`config.mk`:
```
export PLATFORM = sky130hd
export DESIGN_NAME = touch_button_config_regs
export DESIGN_NICKNAME = d
export VERILOG_FILES = /design/src/core/touch_cfg_pkg.sv /design/src/core/touch_button_config_regs.sv
export SDC_FILE = /design/constraint.sdc
export NUM_CORES = 1
export LEC_CHECK = 0
export BUFFER_PORTS_ARGS = -buffer_cell sky130_fd_sc_hd__buf_2
export CORE_MARGIN = 2
export CORE_UTILIZATION = 47
export DETAILED_ROUTE_END_ITERATION = 7
export GPL_TIMING_DRIVEN = 0
export PLACE_DENSITY = 0.71
export SLEW_MARGIN = 15
export SYNTH_ARGS = -nofsm -noshare
export SYNTH_HDL_FRONTEND = slang
export SYNTH_SLANG_ARGS = --single-unit
```
`constraint.sdc`:
```
create_clock -name mclk -period 2.65 [get_ports mclk]
set_input_delay 0.1325 -clock mclk [delete_from_list [all_inputs] [get_ports mclk]]
set_output_delay 0.1325 -clock mclk [all_outputs]
set_load 0.1 [all_outputs]
```
`src/core/touch_cfg_pkg.sv`:
```
// Purpose: constants for the ten-button touch configuration register bank
// Assumes: byte-wide register port behind the two-wire slave front end
// Notes: offsets are register indices on the slave's byte address space
// Function
// one group bit per button selects suppression
// suppress only buttons whose group bit set
// toggle bit makes linked output flip per touch
// sensitivity 00/01 high, 10 medium, 11 low
// button 0 debounce, reset 1, range 1-255
// buttons 1-9 share debounce, reset 1, 1-255
// touch reported after debounce-count consecutive scans
// host enters configuration mode 010 before writing
// save bit stores configuration into non-volatile storage
package touch_cfg_pkg;

  // ************************************************************
  // register indices
  // ************************************************************
  localparam logic [7:0] SUPP_LOW_ADDR = 8'h03;
  localparam logic [7:0] SUPP_HIGH_ADDR = 8'h04;
  localparam logic [7:0] TOGGLE_LOW_ADDR = 8'h06;
  localparam logic [7:0] TOGGLE_HIGH_ADDR = 8'h07;
  localparam logic [7:0] SENS_0_3_ADDR = 8'h09;
  localparam logic [7:0] SENS_4_7_ADDR = 8'h0A;
  localparam logic [7:0] SENS_8_9_ADDR = 8'h0B;
  localparam logic [7:0] DEB_ZERO_ADDR = 8'h0E;
  localparam logic [7:0] DEB_REST_ADDR = 8'h0F;

  // ************************************************************
  // reset values and field layout
  // ************************************************************
  localparam logic [7:0] BYTE_ZERO = 8'h00;
  localparam logic [7:0] DEB_RESET = 8'h01;
  localparam logic [1:0] HIGH_PART_MASK = 2'h3;
  localparam int BUTTONS = 10;
  localparam int LOW_BUTTONS = 8;
  localparam int SENS_W = 2;
  localparam int IMAGE_W = 72;

  // ************************************************************
  // modes and sensitivity levels
  // ************************************************************
  typedef enum logic [2:0]
  {
    MODE_OPERATE = 3'b000,
    MODE_LED_CFG = 3'b001,
    MODE_DEV_CFG = 3'b010,
    MODE_TEST = 3'b011,
    MODE_DEBUG = 3'b100
  } device_mode_type;

  typedef enum logic [1:0]
  {
    SENS_HIGH = 2'b00,
    SENS_MEDIUM = 2'b01,
    SENS_LOW = 2'b10
  } sens_level_type;

endpackage : touch_cfg_pkg

```
`src/core/touch_button_config_regs.sv`:
```
// Purpose: configuration registers and per-button touch post-processing
// Assumes: one clock mclk, raw detections sampled on scan_tick
// Notes: writes land only in device configuration mode
`timescale 1ns/100ps
`default_nettype none
module touch_button_config_regs
  import touch_cfg_pkg::*;
(
  input wire logic mclk,
  input wire logic reset_n,
  input wire logic [2:0] device_mode,
  input wire logic [7:0] reg_addr,
  input wire logic [7:0] reg_wdata,
  input wire logic reg_wr,
  output logic [7:0] reg_rdata,
  input wire logic save_req,
  output logic nvm_write_valid,
  output logic [IMAGE_W-1:0] nvm_write_image,
  input wire logic scan_tick,
  input wire logic [BUTTONS-1:0] raw_detect,
  output logic [BUTTONS-1:0] button_touched,
  output logic [BUTTONS-1:0] button_linked_output_n,
  output logic [2*BUTTONS-1:0] button_sensitivity_code
);

  // ************************************************************
  // configuration registers
  // ************************************************************
  logic [BUTTONS-1:0] supp_member_q;
  logic [BUTTONS-1:0] toggle_en_q;
  logic [2*BUTTONS-1:0] sens_q;
  logic [7:0] deb_zero_q;
  logic [7:0] deb_rest_q;
  logic cfg_wr;

  // the mode lives outside; writes outside configuration mode are dropped
  assign cfg_wr = reg_wr && (device_mode == MODE_DEV_CFG);

  // host writes; a zero debounce is refused so counts stay in 1..255
  always_ff @(posedge mclk or negedge reset_n)
  begin
    if (!reset_n)
    begin
      supp_member_q <= '0;
      toggle_en_q <= '0;
      sens_q <= '0;
      deb_zero_q <= DEB_RESET;
      deb_rest_q <= DEB_RESET;
    end
    else if (cfg_wr)
    begin
      unique case (reg_addr)
        SUPP_LOW_ADDR: supp_member_q[LOW_BUTTONS-1:0] <= reg_wdata;
        SUPP_HIGH_ADDR: supp_member_q[BUTTONS-1:LOW_BUTTONS] <= reg_wdata[1:0];
        TOGGLE_LOW_ADDR: toggle_en_q[LOW_BUTTONS-1:0] <= reg_wdata;
        TOGGLE_HIGH_ADDR: toggle_en_q[BUTTONS-1:LOW_BUTTONS] <= reg_wdata[1:0];
        SENS_0_3_ADDR: sens_q[7:0] <= reg_wdata;
        SENS_4_7_ADDR: sens_q[15:8] <= reg_wdata;
        SENS_8_9_ADDR: sens_q[19:16] <= reg_wdata[3:0];
        DEB_ZERO_ADDR:
        begin
          if (reg_wdata != BYTE_ZERO)
            deb_zero_q <= reg_wdata;
        end
        DEB_REST_ADDR:
        begin
          if (reg_wdata != BYTE_ZERO)
            deb_rest_q <= reg_wdata;
        end
        default: ;
      endcase
    end
  end

  // read mux; unused offsets and reserved bits read zero
  always_comb
  begin
    unique case (reg_addr)
      SUPP_LOW_ADDR: reg_rdata = supp_member_q[LOW_BUTTONS-1:0];
      SUPP_HIGH_ADDR: reg_rdata = {6'h00, supp_member_q[BUTTONS-1:LOW_BUTTONS]};
      TOGGLE_LOW_ADDR: reg_rdata = toggle_en_q[LOW_BUTTONS-1:0];
      TOGGLE_HIGH_ADDR: reg_rdata = {6'h00, toggle_en_q[BUTTONS-1:LOW_BUTTONS]};
      SENS_0_3_ADDR: reg_rdata = sens_q[7:0];
      SENS_4_7_ADDR: reg_rdata = sens_q[15:8];
      SENS_8_9_ADDR: reg_rdata = {4'h0, sens_q[19:16]};
      DEB_ZERO_ADDR: reg_rdata = deb_zero_q;
      DEB_REST_ADDR: reg_rdata = deb_rest_q;
      default: reg_rdata = BYTE_ZERO;
    endcase
  end

  // ************************************************************
  // save to non-volatile storage
  // ************************************************************
  // snapshot taken in one cycle so a later write cannot tear the image
  always_ff @(posedge mclk or negedge reset_n)
  begin
    if (!reset_n)
    begin
      nvm_write_valid <= 1'b0;
      nvm_write_image <= '0;
    end
    else
    begin
      nvm_write_valid <= save_req;
      if (save_req)
        nvm_write_image <= {deb_rest_q, deb_zero_q, 4'h0, sens_q, 6'h00, toggle_en_q,
                            6'h00, supp_member_q};
    end
  end

  // ************************************************************
  // sensitivity decode
  // ************************************************************
  // codes 00 and 01 both mean high, folded here so the sensor sees three levels
  always_comb
  begin
    for (int i = 0; i < BUTTONS; i++)
    begin
      unique case (sens_q[SENS_W*i +: SENS_W])
        2'b00, 2'b01: button_sensitivity_code[SENS_W*i +: SENS_W] = SENS_HIGH;
        2'b10: button_sensitivity_code[SENS_W*i +: SENS_W] = SENS_MEDIUM;
        default: button_sensitivity_code[SENS_W*i +: SENS_W] = SENS_LOW;
      endcase
    end
  end

  // ************************************************************
  // flanking suppression
  // ************************************************************
  logic [BUTTONS-1:0] filtered;
  logic group_seen;

  // among group members only the lowest detecting one survives; others pass
  always_comb
  begin
    group_seen = 1'b0;
    for (int i = 0; i < BUTTONS; i++)
    begin
      filtered[i] = raw_detect[i];
      if (supp_member_q[i] && raw_detect[i])
      begin
        filtered[i] = !group_seen;
        group_seen = 1'b1;
      end
    end
  end

  // ************************************************************
  // debounce and toggle
  // ************************************************************
  logic [7:0] deb_cnt_q [BUTTONS];
  logic [BUTTONS-1:0] toggle_state_q;

  // counter saturates at the limit; one miss clears touch and count
  always_ff @(posedge mclk or negedge reset_n)
  begin
    if (!reset_n)
    begin
      for (int i = 0; i < BUTTONS; i++)
        deb_cnt_q[i] <= BYTE_ZERO;
      button_touched <= '0;
    end
    else if (scan_tick)
    begin
      for (int i = 0; i < BUTTONS; i++)
      begin
        if (!filtered[i])
        begin
          deb_cnt_q[i] <= BYTE_ZERO;
          button_touched[i] <= 1'b0;
        end
        else if (deb_cnt_q[i] != ((i == 0) ? deb_zero_q : deb_rest_q))
        begin
          deb_cnt_q[i] <= deb_cnt_q[i] + 8'h01;
          button_touched[i] <= (deb_cnt_q[i] + 8'h01) == ((i == 0) ? deb_zero_q : deb_rest_q);
        end
      end
    end
  end

  logic [BUTTONS-1:0] touched_prev_q;

  // toggle state flips on each new touch, only while toggle is enabled
  always_ff @(posedge mclk or negedge reset_n)
  begin
    if (!reset_n)
    begin
      touched_prev_q <= '0;
      toggle_state_q <= '0;
    end
    else
    begin
      touched_prev_q <= button_touched;
      for (int i = 0; i < BUTTONS; i++)
        if (toggle_en_q[i] && button_touched[i] && !touched_prev_q[i])
          toggle_state_q[i] <= !toggle_state_q[i];
    end
  end

  // outputs are active low, driving an led to ground when on
  always_ff @(posedge mclk or negedge reset_n)
  begin
    if (!reset_n)
      button_linked_output_n <= '1;
    else
      for (int i = 0; i < BUTTONS; i++)
        button_linked_output_n[i] <= toggle_en_q[i] ? !toggle_state_q[i] : !button_touched[i];
  end
endmodule : touch_button_config_regs
`default_nettype wire

```
# After elaboration in Yosys (flattened, before gate mapping)
# Index checks and enable logic that the tools add are counted.
[word_totals]
regBits = 233
in_bits = 34
output_inout_bits = 121
elab_cells = 303
[op_classes]
add_sub_neg = 10
n_eq_ne = 60
muxes = 80
reduce_logical = 110
[ops]
columns = ["cell", "n"]
rows = [
  ["2-to-1 mux 8 bit", 20],
  ["adder 8 x 1 -> 8 bit, second input constant", 10],
  ["== test 8 bit", 10],
  ["!= test 8 bit", 10],
  ["case mux 8 bit (9 select lines)", 1],
  ["2-to-1 mux 1 bit", 49],
  ["== test 8 x 4 -> 1 bit, second input constant", 5],
  ["case mux 2 bit (2 select lines)", 10],
  ["zero test 1 bit", 39],
  ["AND reduction 2 bit", 17],
  ["logical AND 1 bit", 31],
  ["== test 8 x 3 -> 1 bit, second input constant", 3],
  ["== test 2 x 1 -> 1 bit, second input constant", 10],
  ["== test 2 bit, second input constant", 10],
  ["zero test 2 bit", 10],
  ["!= test 2 x 1 -> 1 bit, second input constant", 10],
  ["OR reduction 2 bit", 10],
  ["== test 8 x 2 -> 1 bit, second input constant", 1],
  ["nonzero test 8 bit", 1],
  ["AND reduction 3 bit", 2],
  ["== test 3 x 2 -> 1 bit, second input constant", 1],
]

# Logic depth before layout (Yosys ltp)
[logic_depth]
word_depth = 14
ltp_mapped = 8
depth_no_buf = 6

# Least setup slack after synthesis
# Ideal clock, no wire load.
[synth_timing]
path_type = "register to output"
from = "register deb_rest_q[2]"
to = "output port reg_rdata[2]"
t_arrival_ns = 2.014
t_required_ns = 2.518
setup_slack_ns = 0.503
path_stages_with_launch = 7
path_buffers = 4
path_cell_list = "dfrtp_1 buf_2 buf_2 buf_1 clkbuf_1 a22oi_1 nand2_1"
[synth_via]
elab_chain_cells = 1
[synth_rtl]
columns = ["item", "line_no", "rtl"]
rows = [
  ["from (decl)", "touch_button_config_regs.sv:33", "logic [7:0] deb_rest_q;"],
  ["from (signal assigned)", "touch_button_config_regs.sv:68", "deb_rest_q <= reg_wdata;"],
  ["case mux 8 bit (9 select lines)", "touch_button_config_regs.sv:78", "unique case (reg_addr)"],
  ["to (decl)", "touch_button_config_regs.sv:15", "output logic [7:0] reg_rdata,"],
]
# Every way passes these cells.

# Worst setup path in the final report
# Same ends and word-level chain as after synthesis.

==> reports/metrics.yaml <==
postSynthAreaPerCell_um2: 10.3
async_flop_share_pct: 100
max_cap_violations: 0
antenna_found_initial: 1
hold_violations: 0
worstPathArrival_ns: 2.42
ys_seq_area_share_pct: 44.8
drtIter0Drc: 960
vdd_drop_max_v: 0.000487
tightestPinTransition_ns: 1.04
pin_count: 155
first_global_vias: 10400
via_count: 10700
worst_ep_required_time_ns: 2.52
gp_congestion: 0.905
cts_root_buffer: "clkbuf_16"
fin_nets: 1495
grt_max_degree: 85
core_mm2: 0.0276
fin_crit_ns: 2.55
dieHeight_um: 171
setup.worst_path.start_class: "flop"
chipWidth_um: 171
clock_skew_ns: 0.0218
drive_gt1_share_pct: 25.7
synth_edf_count: 0
grt_remaining_overflow: 0
crit_path_end_kind: "output pin"
grt_pass1_wl_um: 56000
ant_nets: 0
ys_ff_latch: 233
status: "finished clean"
reg2reg_slack_ns: 0.17
dp_hpwl_um: 25200
fin_cells: 1849
synth_ff_type: "dfrtp_1"
fp.dieArea_mm2: 0.0291
criticalPathCategory: "reg2out"
numPortBuffers: 134
yosys.cell_types.count: 83
finalWirelength_um: 35500
clock-sinks: 233
fin_setup_tns_ns: 0
initial_core_util_pct: 47.4
syn_area_mm2: 0.0131
fp-row-count: 61
finalPower_mw: 10.6
fillers: 2377
leakage_nw: 7.13
yosysWarnings: 0
cts_buffers: 26
drv_slew: 0
viasPerCell: 5.77
fmax_ghz: 0.392
firstDrtPassIters: 5
crit_fanout: 10
p_per_area_mw_per_mm2: 692
path_clk_slew_ns: 0.06
area_delta_synth_final_pct: 17.4
dp.cells: 1791
min_period_over_period_pct: 96.2
clock_latency_ns: 0.54
finalSetupViolCount: 0
drc: 0
wire_per_inst_um: 19.2
h-tree-depth: 1
slew_headroom_pct: 29.7
synthCells: 1262
cts_buffer_depth: 3
grt_usage_pct: 24.2
hp-class: "in2reg"
cts_tree: "done"
-- state kept, by name, summed over array words and instances, names as in the netlist --
signal                  flops
touched_prev_q             10
nvm_write_valid             1
nvm_write_image            56
toggle_en_q                10
sens_q                     20
toggle_state_q             10
deb_cnt_q                  80
button_linked_output_n     10
deb_zero_q                  8
deb_rest_q                  8
button_touched             10
supp_member_q              10
-- layer usage --
layer | up-vias | global-route usage, % | wire [um] | share of wire (%)
li1 | 4938 | - | - | -
met1 | 5291 | 32.7 | 15500 | 44
met2 | 369 | 40.4 | 16800 | 47
met3 | 69 | 3.54 | 2250 | 6.3
met4 | 0 | 7.77 | 971 | 2.7
met5 | - | 0 | 0 | 0
-- cells in the mapped netlist (5+ instances only) --
master,number,area [um^2]
or3_1,7,43.8
or4_1,10,75.1
clkbuf_1,53,199
a22oi_1,11,82.6
nor2_1,65,244
o32ai_1,5,43.8
o21ai_0,84,420
dfrtp_1,221,5530
a32o_1,6,60.1
nor4_1,10,62.6
ha_1,10,125
o41ai_1,9,78.8
nor2b_1,25,156
and3_1,10,62.6
a21boi_0,7,52.6
and2_1,22,138
buf_4,20,150
nand4_1,21,131
inv_1,22,82.6
xnor2_1,87,762
a21oi_1,21,105
mux2i_1,14,140
a222oi_1,5,50.1
buf_2,9,45.0
o211ai_1,7,52.6
or2_2,8,50.1
a41oi_1,6,52.6
and4_1,6,52.6
nand2b_1,10,62.6
nand3_1,41,205
dfstp_2,12,315
xor2_1,49,429
a22o_1,25,219
nor3_1,21,105
a31oi_1,16,100
nand2_1,88,330
mux2_2,119,1340
a21o_1,5,37.5
a211o_1,8,70.1
o31ai_1,24,180
-- through the flow --
stage	cell area, um^2	util [%]	hold WS [ns]	setup slack [ns]
after floorplan	13100	-	-0.163	0.503
final	15300	55.6	0.0293	0.102
after detailed placement	14300	52.0	0.127	-0.469
after CTS	15300	55.5	0.0215	0.0498
after global routing	15300	55.6	0.0215	-0.0158
after global placement	14300	51.8	0.306	-2.61
-- layout by cell type (no fill, tap or decap), drive strengths merged, types with 11 or more instances in the layout --
cell    instances
xor2           49
nor2b          25
xnor2          88
dfrtp         221
dfstp          12
a21oi          21
mux2i          14
a31oi          16
and2           23
inv            22
buf           172
a22oi          12
nor4           12
nand4          21
clkbuf         91
mux2          119
or4            11
nor2           66
conb           16
nand3          42
o21ai          87
nand2          90
nor3           22
a22o           25
o31ai          25
-- worst max-delay path: stages, from the launching register on --
cell      delay [ns]
dfrtp_1         0.33
buf_4           0.23
buf_4           0.25
buf_4           0.26
clkbuf_4        0.30
a22oi_1         0.12
nand2_1         0.14
buf_6           0.23
-- report_power, final --
group          internal [mW]  switching (mW)  total, mW
combinational          0.817            1.92       2.74
clock                   2.15            1.47       3.62
sequential              3.91           0.354       4.26
-- cells by family after synthesis --
group	synth area share [%]
other cells	0.0287
fa+ha+maj	0.958
simple gates	15.0
buf+inv	4.14
mux	11.3
xor+xnor	9.24
compound gates	14.5
flops	44.8
-- timing repair --
| action | 4_1_cts | 5_1_grt |
|---|---|---|
| hold buffers | 10 | 0 |
| endpoints found under the hold margin | 96 | 0 |
| setup endpoints to repair | 7 | 21 |
| resized for setup | 9 | 4 |
| pin swaps | 0 | 1 |
| setup buffers | 0 | 2 |
-- layout make-up --
class / instances / area [um^2] / share of cell area (%)
multi-input combinational: 934 / 6750 / 44.0
sequential: 233 / 5850 / 38.1
clock buffer: 39 / 749 / 4.89
inverter: 22 / 82.6 / 0.539
buffer: 86 / 465 / 3.04
timing repair buffer: 148 / 857 / 5.59
clock inverter: 8 / 108 / 0.702
tap: 378 / 473 / 3.09
antenna: 1 / 2.50 / 0.0163
-- worst paths after layout --
path,start,cells after the start,end
setup / recovery,deb_rest_q[2]$_DFFE_PN0P_,7,reg_rdata[2]
hold / removal,reg_wdata[5],2,toggle_en_q[5]$_DFFE_PN0P_
setup reg to reg,deb_rest_q[7]$_DFFE_PN0P_,7,deb_cnt_q[8]$_DFFE_PN0P_
hold reg to reg,toggle_state_q[4]$_DFFE_PN0P_,1,button_linked_output_n[4]$_DFF_PN1_
max in group asynchronous,reset_n,4,supp_member_q[6]$_DFFE_PN0P_
min in group asynchronous,reset_n,2,deb_cnt_q[79]$_DFFE_PN0P_
No activity file was read; power rests on OpenSTA's default activity.
